<file path="config.mk">
export PLATFORM = sky130hd
export DESIGN_NAME = uhmp_pin_logic
export DESIGN_NICKNAME = d
export VERILOG_FILES = /design/src/rtl/uhmp_pin_logic.v
export VERILOG_INCLUDE_DIRS = /design/src /design/src/rtl
export SDC_FILE = /design/constraint.sdc
export NUM_CORES = 1
export LEC_CHECK = 0
export BUFFER_PORTS_ARGS = -buffer_cell sky130_fd_sc_hd__buf_2
export CELL_PAD_IN_SITES_DETAIL_PLACEMENT = 0
export CELL_PAD_IN_SITES_GLOBAL_PLACEMENT = 2
export CORE_UTILIZATION = 37
export DETAILED_ROUTE_END_ITERATION = 12
export PLACE_DENSITY_LB_ADDON = 0.2
export SLEW_MARGIN = 20
export SYNTH_ARGS = -nofsm -noshare
export SYNTH_HDL_FRONTEND = slang
export SYNTH_SLANG_ARGS = --single-unit
</file>
<file path="constraint.sdc">
create_clock -name mclk -period 2.45 [get_ports mclk]
set_input_delay 0 -clock mclk [delete_from_list [all_inputs] [get_ports mclk]]
set_output_delay 0 -clock mclk [all_outputs]
set_load 0.03 [all_outputs]
</file>
<file path="src/rtl/uhmp_consts.vh">
// constants for the host select, modem status and interrupt pin logic
// included by rtl/uhmp_pin_logic.v only
`ifndef UHMP_CONSTS_VH
`define UHMP_CONSTS_VH
`define UHMP_MSR_ADDR      3'h6
`define UHMP_MSR_D_CTS     0
`define UHMP_MSR_D_DSR     1
`define UHMP_MSR_TE_RI     2
`define UHMP_MSR_D_DCD     3
`define UHMP_MSR_CTS       4
`define UHMP_MSR_DSR       5
`define UHMP_MSR_RI        6
`define UHMP_MSR_DCD       7
`define UHMP_MSR_RST       8'h00
`define UHMP_SYNC_RST      4'hf
`define UHMP_SEL_SYNC_RST  6'h00
`endif

</file>
<file path="src/rtl/uhmp_pin_logic.v">
// host select, modem status register, interrupt and modem control pin logic
// assumes mclk drives all logic; bus strobes and modem pins are asynchronous
`timescale 1ns/10ps
`include "uhmp_consts.vh"

// Functional notes
// - selected while both high selects high and low select low, or while strobe high holds such a latched select
// - modem status bit 4 shows current clear-to-send condition
// - modem status bit 0 set on clear-to-send change since last read
// - clear-to-send change interrupts only if enabled and auto flow control off
// - with auto flow control on, clear-to-send gates the transmitter
// - bit 7 shows carrier detect, bit 3 flags change, interrupts if enabled
// - data-set-ready change flagged and interrupts when enabled
// - transceiver_off_n low whenever host is not reading
// - terminal-ready low when control bit set; high on reset, loopback, clear
// - interrupt high for receive error, data (only with fifo_mode set), transmit empty, modem change
// - interrupt drops when serviced or on master reset
// - master reset clears registers and forces reset output levels
// - data lines driven only while returning read data
// - address strobe high holds selects latched at its rising edge
module uhmp_pin_logic
(
   input  wire       mclk,
   input  wire       rst_n,
   input  wire       master_reset_in,
   input  wire       address_strobe_n,
   input  wire [2:0] reg_addr,
   input  wire       select_high_a,
   input  wire       select_high_b,
   input  wire       select_low_n,
   input  wire       read_n,
   input  wire       read,
   input  wire       cts_n,
   input  wire       dsr_n,
   input  wire       ri_n,
   input  wire       dcd_n,
   input  wire       dtr_ctrl,
   input  wire       loopback,
   input  wire       modem_int_en,
   input  wire       auto_cts_en,
   input  wire       rx_error_irq,
   input  wire       rx_data_irq,
   input  wire       tx_empty_irq,
   input  wire       fifo_mode,
   input  wire       modem_irq_ack,
   output reg  [7:0] data_out,
   output reg        data_oe_n,
   output reg        transceiver_off_n,
   output reg        dtr_n,
   output reg        irq,
   output reg        tx_permit
);

   reg  [3:0] s1_q;
   reg  [3:0] s2_q;
   reg  [3:0] prev_q;
   reg  [2:0] ctl1_q;
   reg  [2:0] ctl2_q;
   reg  [5:0] sel1_q;
   reg  [5:0] sel2_q;
   reg  [2:0] lat_addr_q;
   reg        lat_sel_q;
   reg  [3:0] flag_q;
   reg  [3:0] flag_d;
   reg        rd_prev_q;
   reg        modem_pend_q;
   wire [2:0] eff_addr;
   wire       eff_sel;
   wire       rd_act;
   wire       rd_start;
   wire       msr_rd;
   wire [7:0] msr_val;
   wire [3:0] chg;
   wire       mr;
   wire       chip_sel;
   wire [2:0] sync_addr;

   // ordering of sync bits: cts, dsr, ri, dcd (all active-low pins)
   always @(posedge mclk or negedge rst_n)
   begin
      if (!rst_n)
      begin
         s1_q   <= `UHMP_SYNC_RST;
         s2_q   <= `UHMP_SYNC_RST;
         ctl1_q <= 3'h0;
         ctl2_q <= 3'h0;
      end
      else
      begin
         s1_q   <= {dcd_n, ri_n, dsr_n, cts_n};
         s2_q   <= s1_q;
         ctl1_q <= {master_reset_in, (!read_n) | read, address_strobe_n};
         ctl2_q <= ctl1_q;
      end
   end

   // address and selects take the same two-flop delay as the strobes, so the
   // strobe latch captures selects of the very instant the strobe rose
   always @(posedge mclk or negedge rst_n)
   begin
      if (!rst_n)
      begin
         sel1_q <= `UHMP_SEL_SYNC_RST;
         sel2_q <= `UHMP_SEL_SYNC_RST;
      end
      else
      begin
         sel1_q <= {select_low_n, select_high_b, select_high_a, reg_addr};
         sel2_q <= sel1_q;
      end
   end

   // true when both high selects are high and the low select is low
   function sel_decode;
      input [2:0] sel;
      begin
         sel_decode = sel[0] & sel[1] & ~sel[2];
      end
   endfunction

   assign mr     = ctl2_q[2];
   assign rd_act = ctl2_q[1];
   assign chip_sel  = sel_decode(sel2_q[5:3]);
   assign sync_addr = sel2_q[2:0];

   // latch on rising strobe; tracks while low, so last low value is held
   always @(posedge mclk or negedge rst_n)
   begin
      if (!rst_n)
      begin
         lat_addr_q <= 3'h0;
         lat_sel_q  <= 1'b0;
      end
      else
      begin
         if (!ctl2_q[0])
         begin
            lat_addr_q <= sync_addr;
            lat_sel_q  <= chip_sel;
         end
      end
   end

   assign eff_addr = ctl2_q[0] ? lat_addr_q : sync_addr;
   assign eff_sel  = ctl2_q[0] ? lat_sel_q : chip_sel;
   assign rd_start = rd_act & ~rd_prev_q & eff_sel;
   assign msr_rd   = rd_start & (eff_addr == `UHMP_MSR_ADDR);

   // change detection; ri flags trailing edge only
   assign chg = {prev_q[3] ^ s2_q[3],
                 ~prev_q[2] & s2_q[2],
                 prev_q[1] ^ s2_q[1],
                 prev_q[0] ^ s2_q[0]};

   always @*
   begin
      flag_d = flag_q;
      // read clears, a change in the same cycle still wins
      if (msr_rd)
         flag_d = 4'h0;
      flag_d = flag_d | chg;
   end

   // status bits are true-sense of the low-active pins
   assign msr_val = {~s2_q, flag_q[3], flag_q[2], flag_q[1], flag_q[0]};

   always @(posedge mclk or negedge rst_n)
   begin
      if (!rst_n)
      begin
         prev_q       <= `UHMP_SYNC_RST;
         flag_q       <= 4'h0;
         rd_prev_q    <= 1'b0;
         modem_pend_q <= 1'b0;
         data_out     <= `UHMP_MSR_RST;
         data_oe_n    <= 1'b1;
         transceiver_off_n <= 1'b0;
         dtr_n        <= 1'b1;
         irq          <= 1'b0;
         tx_permit    <= 1'b1;
      end
      else if (mr)
      begin
         prev_q       <= s2_q;
         flag_q       <= 4'h0;
         rd_prev_q    <= rd_act;
         modem_pend_q <= 1'b0;
         data_out     <= `UHMP_MSR_RST;
         data_oe_n    <= 1'b1;
         transceiver_off_n <= 1'b0;
         dtr_n        <= 1'b1;
         irq          <= 1'b0;
         tx_permit    <= 1'b1;
      end
      else
      begin
         prev_q    <= s2_q;
         flag_q    <= flag_d;
         rd_prev_q <= rd_act;
         if (msr_rd)
            data_out <= msr_val;
         // drive data only while reading selected device
         data_oe_n <= ~(rd_act & eff_sel);
         transceiver_off_n <= rd_act & eff_sel;
         dtr_n <= ~(dtr_ctrl & ~loopback);
         // modem interrupt source; set beats acknowledge
         if ((modem_int_en & ((chg[0] & ~auto_cts_en) | (|chg[3:1]))) )
            modem_pend_q <= 1'b1;
         // serviced by status read or acknowledge
         else if (msr_rd | modem_irq_ack)
            modem_pend_q <= 1'b0;
         irq <= rx_error_irq | (rx_data_irq & fifo_mode) | tx_empty_irq |
                (modem_pend_q & modem_int_en);
         tx_permit <= ~auto_cts_en | ~s2_q[0];
      end
   end

endmodule

</file>
==> impl_metrics.env, run 1 <==
export IMPL_outcome="finished clean"
export IMPL_reg2reg_setup_slack_ns=0.36
export IMPL_dp_slack_ns=0.636
export IMPL_route_detailed_drc=0
export IMPL_wl_per_cell_um=11.7
export IMPL_port_buffers=37
export IMPL_fin_crit_sh_pct=85.3
export IMPL_htree_levels=2
export IMPL_areaGrowthSynthToFinish_pct=31.8
export IMPL_fp_coreArea_um2=4500
export IMPL_whs_ns=0.291
export IMPL_worst_setup_path_type="reg2reg"
export IMPL_rsz0062_at_grt="no"
export IMPL_post_dp_hpwl_mm=1.73
export IMPL_avgViaCountPerCell=4.46
export IMPL_fin_worst_skew_ns=0.0105
export IMPL_grt_max_degree=36
export IMPL_cp_slowest_cell="dlygate4sd3_1"
export IMPL_clkLatencyLatePin_ns=0.29
export IMPL_cts_setup_buffers=0
export IMPL_yosysSeqAreaShare_pct=75.0
export IMPL_antenna_left=0
export IMPL_first_pass_iters=2
export IMPL_synth_avg_cell_area_um2=15.9
export IMPL_finalHoldViolCount=0
export IMPL_final_design_area_no_fill_um2=2360
export IMPL_setup_viol=0
export IMPL_numCtsBuffers=5
export IMPL_synthTopCellsByArea="dfrtp_1 (53%), dfstp_2 (22%), nand2b_1 (3.5%)"
export IMPL_r2r_start="ctl2_q[0]"
export IMPL_max_stage_delay_ns=0.55
export IMPL_cp_data_required_time_ns=2.63
export IMPL_irDropWorstVdd_v=0.000403
export IMPL_synthesis_area_um2=1790
export IMPL_worst_setup_path_start_kind="flop"
export IMPL_setup_ws_ns=0.359
export IMPL_synth_distinct_cells=26
export IMPL_start_util_pct=39.8
export IMPL_path_clk_slew_ns=0.09
export IMPL_syn_nets=138
export IMPL_tightest_slew_ns=0.718
export IMPL_yosys_area_top_type_share_pct=53.0
export IMPL_io_pins=38
export IMPL_maxCapViolCount=0
export IMPL_hp_class="in2async"
export IMPL_cts_sinks=53
export IMPL_antenna_found_initial=0
export IMPL_ys_warnings_count=0
export IMPL_fp_dieH_um=71.6
export IMPL_totalNegativeSetupSlack_ns=0
export IMPL_gr_usage_all_layers_pct=12.2
export IMPL_fmax_mhz=478
export IMPL_grt_first_pass_wirelength_mm=4.72
export IMPL_synth_cells=113
export IMPL_cts_max_path_buffers=2
export IMPL_fin_cells=232
export IMPL_synth_area_leader_cell="dfrtp_1"
export IMPL_maxSlewViolCount=0
export IMPL_critPathMaxFanout=9
export IMPL_r2r_end="modem_pend_q"
export IMPL_period_minus_slack_ns=2.09
export IMPL_ff2ff_path_depth=6
export IMPL_cts_tree="done"
export IMPL_drive_gt1_share_pct=38.9
export IMPL_grt_ovfl_total=0
export IMPL_die_area_um2=5130
export IMPL_place_area_um2=2050
export IMPL_cts_resized=0
export IMPL_placedCellCount=202
export IMPL_diodes=0
export IMPL_vias=1035
export IMPL_endpoint_kind="flop"
export IMPL_cts_root_buf="clkbuf_8"
export IMPL_final_util_pct=52.5
export IMPL_powerDensity_nw_per_um2=655
export IMPL_slew_headroom_pct=52.1
export IMPL_layout_nets=204
export IMPL_p_leak_nw=1.12
export IMPL_die_w_um=71.6
export IMPL_rows=24
export IMPL_grt_pass1_vias=1068
export IMPL_ys_seq_elements=53
export IMPL_cts_hold_buf=22
export IMPL_total_power_mw=1.55
export IMPL_place_gp_congestion=0.693
export IMPL_totalWireLength_mm=2.71
export IMPL_cp_cell_sequence="and4bb_1 -> o21ai_2 -> nor4_4 -> buf_4 -> o21ai_1 -> dlygate4sd3_1"
export IMPL_dr_first_iter_drc_count=44
export IMPL_cp_arrival_ns=2.28
==> final cells by class <==
| type | count | area, um2 |
|---|---|---|
| inverters | 2 | 7.51 |
| well taps | 52 | 65.1 |
| multi-input cells | 55 | 429 |
| clock buffers | 8 | 90.1 |
| repair buffers | 62 | 428 |
| fillers | 423 | 2140 |
| flip-flops and latches | 53 | 1350 |
==> worst max-delay path by stage <==
stage	start	end	slack (ns)	depth (start not counted)
after floorplan	ctl2_q[0]	data_out[4]	0.69	4
after global placement	ctl2_q[0]	data_out[2]	0.69	4
after detailed placement	ctl2_q[0]	data_out[2]	0.64	4
after CTS	ctl2_q[0]	modem_pend_q	0.36	6
after global routing	ctl2_q[0]	modem_pend_q	0.26	6
final	ctl2_q[0]	modem_pend_q	0.36	6
==> sequential cells by signal, indices dropped and copies added (netlist names) <==
name,count
rd_prev_q,1
transceiver_off_n,1
dtr_n,1
sel1_q,6
ctl1_q,3
flag_q,4
prev_q,4
sel2_q,6
lat_addr_q,3
data_out,8
tx_permit,1
lat_sel_q,1
modem_pend_q,1
s2_q,4
s1_q,4
data_oe_n,1
ctl2_q,3
irq,1
==> cells in the final DEF (no fill, tap or decap), types with 3 or more instances in the layout <==
master          n
clkbuf_8        6
mux2i_1         5
mux2_4          4
buf_2          37
nand2_1         3
o22ai_1         4
dfrtp_1        38
xnor2_1         3
nand2b_1       10
nor2_1          6
nor2b_1         4
dlygate4sd3_1  22
buf_4           3
dfstp_2        15
==> critical path: cells and delay by family (launching register included) <==
family	cells	cell delay [ns]
flip-flops	1	0.45
buffers and inverters	2	0.78
AO/OA/AOI/OAI	2	0.18
AND/OR/NAND/NOR	2	0.57
==> where the power goes <==
part	leakage, nW	switching, mW	internal [mW]
combinational	0.448	0.0545	0.0656
sequential	0.624	0.0211	0.927
clock	0.0455	0.250	0.231
==> logic make-up (layout without fill, tap and decap cells) <==
kind of cell,after synthesis,after routing,share of synthesized area (%)
mux,11,11,7.39
simple gates,32,32,11.7
flops,53,53,75.0
xor+xnor,3,3,1.46
buf+inv,5,72,1.12
compound gates,9,9,3.35
==> cell usage after synthesis <==
| cell | count |
|---|---|
| a211oi_1 | 1 |
| a21oi_1 | 1 |
| and2_1 | 1 |
| and4bb_1 | 1 |
| buf_2 | 1 |
| clkbuf_1 | 2 |
| dfrtp_1 | 38 |
| dfstp_2 | 15 |
| inv_1 | 2 |
| mux2_2 | 2 |
| mux2_4 | 4 |
| mux2i_1 | 5 |
| nand2_1 | 3 |
| nand2b_1 | 10 |
| nand2b_4 | 1 |
| nand3b_1 | 2 |
| nor2_1 | 6 |
| nor2b_1 | 4 |
| nor4_4 | 1 |
| o2111ai_1 | 1 |
| o21ai_1 | 1 |
| o21ai_2 | 1 |
| o22ai_1 | 4 |
| or2_1 | 2 |
| or4_1 | 1 |
| xnor2_1 | 3 |
==> routing by layer <==
layer / up-vias / wire length (um) / track usage [%]
met4: 0 / 51 / 6.54
met1: 498 / 1270 / 15.9
met5: - / 0 / 0
met3: 5 / 113 / 3.23
li1: 508 / - / -
met2: 24 / 1280 / 19.0
(Power assumes the default switching activity.)
==> inputs of run 2 (changes only) <==
- PLACE_DENSITY_LB_ADDON: 0.2 -> 0.1
==> run 2 against run 1 <==
  * Critical path depth down 2
  * Utilization decreased by 0.22 points
  * Register-to-register slack better by 0.27 ns
  * Count of clock-buffer cells in the layout decreased by 3
  * Sequential share of layout area is 0.24 points higher
  * Clock skew shrank 0.0076 ns
  * Cell count shrank 0.43%
  * Sequential power barely moved
  * Fmax is 15% higher
  * Setup slack gained 0.27 ns
  * Routed wire length increased by 2.1%
==> impl_metrics.env, run 2 (synthesis results as in run 1) <==
export IMPL_outcome="finished clean"
export IMPL_drive_gt1_share_pct=39.7
export IMPL_fp_coreArea_um2=4500
export IMPL_diodes=0
export IMPL_clkLatencyLatePin_ns=0.30
export IMPL_hp_class="in2async"
export IMPL_worst_setup_path_type="reg2reg"
export IMPL_layout_nets=203
export IMPL_final_common_cell="dfrtp_1"
export IMPL_finalHoldViolCount=0
export IMPL_setup_ws_ns=0.627
export IMPL_fp_dieH_um=71.6
export IMPL_maxSlewViolCount=0
export IMPL_vias=1050
export IMPL_rsz0062_at_grt="no"
export IMPL_path_clk_slew_ns=0.09
export IMPL_period_minus_slack_ns=1.82
export IMPL_maxCapViolCount=0
export IMPL_cp_arrival_ns=2.01
export IMPL_cts_hold_buf=21
export IMPL_areaGrowthSynthToFinish_pct=31.2
export IMPL_htree_levels=2
export IMPL_avgViaCountPerCell=4.55
export IMPL_regMostFlops="data_out"
export IMPL_first_pass_iters=4
export IMPL_critPathMaxFanout=5
export IMPL_cts_resized=0
export IMPL_grt_ovfl_total=0
export IMPL_start_util_pct=39.8
export IMPL_numCtsBuffers=5
export IMPL_final_util_pct=52.3
export IMPL_wl_per_cell_um=12.0
export IMPL_port_buffers=37
export IMPL_antenna_left=0
export IMPL_fin_worst_skew_ns=0.00291
export IMPL_fmax_mhz=549
export IMPL_cts_setup_buffers=0
export IMPL_tightest_slew_ns=0.706
export IMPL_worst_setup_path_start_kind="flop"
export IMPL_totalNegativeSetupSlack_ns=0
export IMPL_totalWireLength_mm=2.77
export IMPL_die_w_um=71.6
export IMPL_irDropWorstVdd_v=0.000436
export IMPL_cts_max_path_buffers=2
export IMPL_grt_first_pass_wirelength_mm=4.94
export IMPL_total_power_mw=1.55
export IMPL_io_pins=38
export IMPL_p_leak_nw=1.11
export IMPL_powerDensity_nw_per_um2=659
export IMPL_gr_usage_all_layers_pct=12.8
export IMPL_grt_max_degree=29
export IMPL_cts_root_buf="clkbuf_8"
export IMPL_cts_sinks=53
export IMPL_post_dp_hpwl_mm=1.89
export IMPL_setup_viol=0
export IMPL_largestRegisters="data_out (8), sel1_q (6), sel2_q (6)"
export IMPL_cts_tree="done"
export IMPL_place_gp_congestion=0.679
export IMPL_antenna_found_initial=0
export IMPL_fin_crit_sh_pct=74.4
export IMPL_slew_headroom_pct=52.9
export IMPL_die_area_um2=5130
export IMPL_grt_pass1_vias=1173
export IMPL_endpoint_kind="flop"
export IMPL_dp_slack_ns=0.633
export IMPL_rows=24
export IMPL_largest_register_ffs=8
export IMPL_route_detailed_drc=0
export IMPL_cp_data_required_time_ns=2.63
export IMPL_layout_common_cells="dfrtp_1 (38), buf_2 (37), dlygate4sd3_1 (21)"
export IMPL_dr_first_iter_drc_count=46
[run 2: changes by cell type in the layout (fill, tap and decap cells not counted), sizes merged]
cell and change:
clkbuf -3, clkinv +2, dlygate4sd3 -1, inv +1
[run 2: per-layer routing]
layer  part of all wire (%)  GRT usage [%]  up-vias
met3                    3.9           3.38        7
met4                    2.1           6.54        0
met5                      0              0        -
met2                     49           21.2       29
met1                     45           15.5      512
li1                       -              -      502
[run 2: area by class of cell]
type | count | area [um2]
inverter | 2 | 7.51
clock buffer | 5 | 68.8
tap | 52 | 65.1
timing repair buffer | 61 | 418
fill | 416 | 2150
clock inverter | 3 | 21.3
sequential | 53 | 1350
multi-input combinational | 55 | 429
[run 2: power breakdown]
part	switching, mW	internal, mW	leakage [nW]
clock	0.281	0.203	0.0462
sequential	0.0213	0.927	0.624
combinational	0.0544	0.0639	0.442
total	0.357	1.19	1.11
[run 2: worst max-delay path, stage by stage, from the launching register on]
cell and delay [ns]:
dfrtp_1 0.46, and4bb_1 0.33, o21ai_2 0.10, or4_1 0.65, mux2i_1 0.17
[run 2: final timing paths]
path                            slack [ns]              from  cells past startpoint           to
worst max-delay path                  0.63         ctl2_q[0]                      4  data_out[2]
worst min-delay path                  0.23             rst_n                      2    sel2_q[1]
worst max register to register        0.63         ctl2_q[0]                      4  data_out[2]
worst min register to register        0.36         ctl1_q[0]                      0    ctl2_q[0]
max in group asynchronous             1.51             rst_n                      3    prev_q[1]
min in group mclk                     0.33  address_strobe_n                      2    ctl1_q[0]
[run 2: per-stage QoR]
stage	std cells	area (um2)	hold WS [ns]
finish	231	2350	0.226
global route	231	2350	0.278
CTS	231	2350	0.247
detailed placement	202	2050	0.0403
global placement	202	2050	0.0284
floorplan	113	1790	-0.296
==> inputs of run 3 (changes only) <==
- CORE_UTILIZATION: 37 -> 33
- clock period: 2.45 -> 1.58 ns (I/O delays scaled with it)
==> run 3 against run 2 <==
  * The run now ends with negative setup slack left
  * Sequential share of layout area shrank 1.8 points
  * Global-route usage fell by 1.6 points
  * Design area rose by 3.2%
  * First-iteration DRC count is 4.3% lower
  * Cell count is 9.1% higher
  * Register-to-register slack got worse by 0.72 ns
  * Sequential power increased by 54%
  * Via count fell by 0.38%
  * Fmax increased by 9.1%
  * Worst hold slack improved by 0.10 ns
  * Clock power grew 64%
==> impl_metrics.env, run 3 (synthesis results as in run 1) <==
export IMPL_outcome="complete, but fails checks"
export IMPL_violations="negative setup slack"
export IMPL_critPathMaxFanout=5
export IMPL_avgViaCountPerCell=4.15
export IMPL_period_minus_slack_ns=1.67
export IMPL_port_buffers=37
export IMPL_irDropWorstVdd_v=0.000463
export IMPL_largestRegisters="data_out (8), sel1_q (6), sel2_q (6)"
export IMPL_cp_slowest_cell="dfrtp_1"
export IMPL_wl_per_cell_um=11.1
export IMPL_cts_root_buf="clkbuf_8"
export IMPL_slew_headroom_pct=57.5
export IMPL_path_clk_slew_ns=0.09
export IMPL_finalHoldViolCount=0
export IMPL_clkLatencyLatePin_ns=0.30
export IMPL_start_util_pct=34.7
export IMPL_place_area_um2=2100
export IMPL_layout_common_cells="dfrtp_1 (38), buf_2 (37), dlygate4sd3_1 (21)"
export IMPL_dr_first_iter_drc_count=44
export IMPL_cp_top_family="simple AND/OR/NAND/NOR gates"
export IMPL_fp_dieH_um=75.7
export IMPL_fin_crit_sh_pct=106
export IMPL_cp_data_required_time_ns=1.77
export IMPL_areaGrowthSynthToFinish_pct=35.4
export IMPL_worst_setup_path_start_kind="flop"
export IMPL_totalWireLength_mm=2.80
export IMPL_cts_max_path_buffers=2
export IMPL_layout_nets=206
export IMPL_rows=26
export IMPL_maxSlewViolCount=0
export IMPL_largest_register_ffs=8
export IMPL_worst_setup_path_type="reg2reg"
export IMPL_cts_tree="done"
export IMPL_antenna_found_initial=0
export IMPL_final_design_area_no_fill_um2=2430
export IMPL_total_power_mw=2.45
export IMPL_die_w_um=75.7
export IMPL_route_detailed_drc=0
export IMPL_rsz0062_at_grt="yes"
export IMPL_drive_gt1_share_pct=41.8
export IMPL_max_stage_delay_ns=0.42
export IMPL_final_common_cell="dfrtp_1"
export IMPL_place_gp_congestion=0.679
export IMPL_fp_coreArea_um2=5170
export IMPL_dp_slack_ns=-0.147
export IMPL_path_buf_inv=1
export IMPL_grt_pass1_vias=1011
export IMPL_antenna_left=0
export IMPL_p_leak_nw=1.14
export IMPL_setup_viol=12
export IMPL_cp_cell_sequence="and4bb_1 -> o21ai_2 -> nor4_4 -> buf_12 -> mux2_4"
export IMPL_whs_ns=0.331
export IMPL_fin_worst_skew_ns=0.00662
export IMPL_htree_levels=2
export IMPL_diodes=0
export IMPL_fmax_mhz=598
export IMPL_nFillCells=467
export IMPL_maxCapViolCount=0
export IMPL_cp_arrival_ns=1.87
export IMPL_regMostFlops="data_out"
export IMPL_cts_sinks=53
export IMPL_placedCellCount=222
export IMPL_gr_usage_all_layers_pct=11.2
export IMPL_tightest_slew_ns=0.637
export IMPL_fin_cells=252
export IMPL_io_pins=38
export IMPL_grt_first_pass_wirelength_mm=4.57
export IMPL_numCtsBuffers=5
export IMPL_endpoint_kind="flop"
export IMPL_die_area_um2=5740
export IMPL_powerDensity_nw_per_um2=1010
export IMPL_grt_max_degree=54
export IMPL_grt_ovfl_total=0
export IMPL_setup_ws_ns=-0.0912
export IMPL_first_pass_iters=3
export IMPL_vias=1046
export IMPL_post_dp_hpwl_mm=1.78
export IMPL_hp_class="in2reg"
## run 3: cell count changes in the layout (fill, tap and decap cells not counted), sizes merged
cell,previous run,this run
clkbuf,5,6
clkinv,2,1
buf,40,43
## run 3: report_power, final
part           leakage, nW  switching, mW  internal [mW]
registers            0.624         0.0261           1.44
clock network       0.0518          0.430          0.364
logic                0.465         0.0930          0.104
total                 1.14          0.549           1.91
## run 3: path summary, 6_finish.rpt
path	startpoint	end	slack, ns	depth (start not counted)
min in group asynchronous	rst_n	sel1_q[1]	0.34	3
max in group asynchronous	rst_n	data_out[4]	0.82	3
hold / removal	select_high_a	sel1_q[3]	0.33	2
hold reg to reg	sel1_q[0]	sel2_q[0]	0.36	0
setup / recovery	ctl2_q[0]	data_out[4]	-0.09	5
setup reg to reg	ctl2_q[0]	data_out[4]	-0.09	5
## run 3: metrics by stage
| step | util (%) | TNS (ns) |
|---|---|---|
| final | 47.0 | -0.598 |
| after CTS | 46.9 | -0.859 |
| after global placement | 40.7 | -0.772 |
| after detailed placement | 40.7 | -0.995 |
| after floorplan | - | -0.901 |
| after global routing | 47.0 | -1.60 |
## run 3: what timing repair did
| action | in CTS | in global routing |
|---|---|---|
| hold buffers | 21 | 0 |
| buffers inserted | 1 | 0 |
| endpoints found under the setup margin | 8 | 14 |
| gates resized for setup | 1 | 1 |
| hold endpoints to repair | 55 | 0 |
## run 3: worst reg2reg max path, stage by stage, from the launching register on
cell and delay (ns):
dfrtp_1 0.42, and4bb_1 0.29, o21ai_2 0.09, nor4_4 0.31
buf_12 0.16, mux2_4 0.30
## run 3: final cells by class
class / count / area [um2] / share of cell area, %
clock buffers: 6 / 82.6 / 3.40
clock inverters: 2 / 17.5 / 0.721
inverters: 2 / 7.51 / 0.309
multi-input cells: 55 / 433 / 17.8
flip-flops and latches: 53 / 1350 / 55.4
well taps: 70 / 87.6 / 3.60
repair buffers: 64 / 457 / 18.8
## run 3: per-layer routing
layer  share of wire (%)  GRT usage, %  up-vias
met5                   0             0        -
met4                 1.1          6.17        0
met2                  48          17.3       26
met1                  46          13.6      502
met3                 4.8          4.37        5
li1                    -             -      513
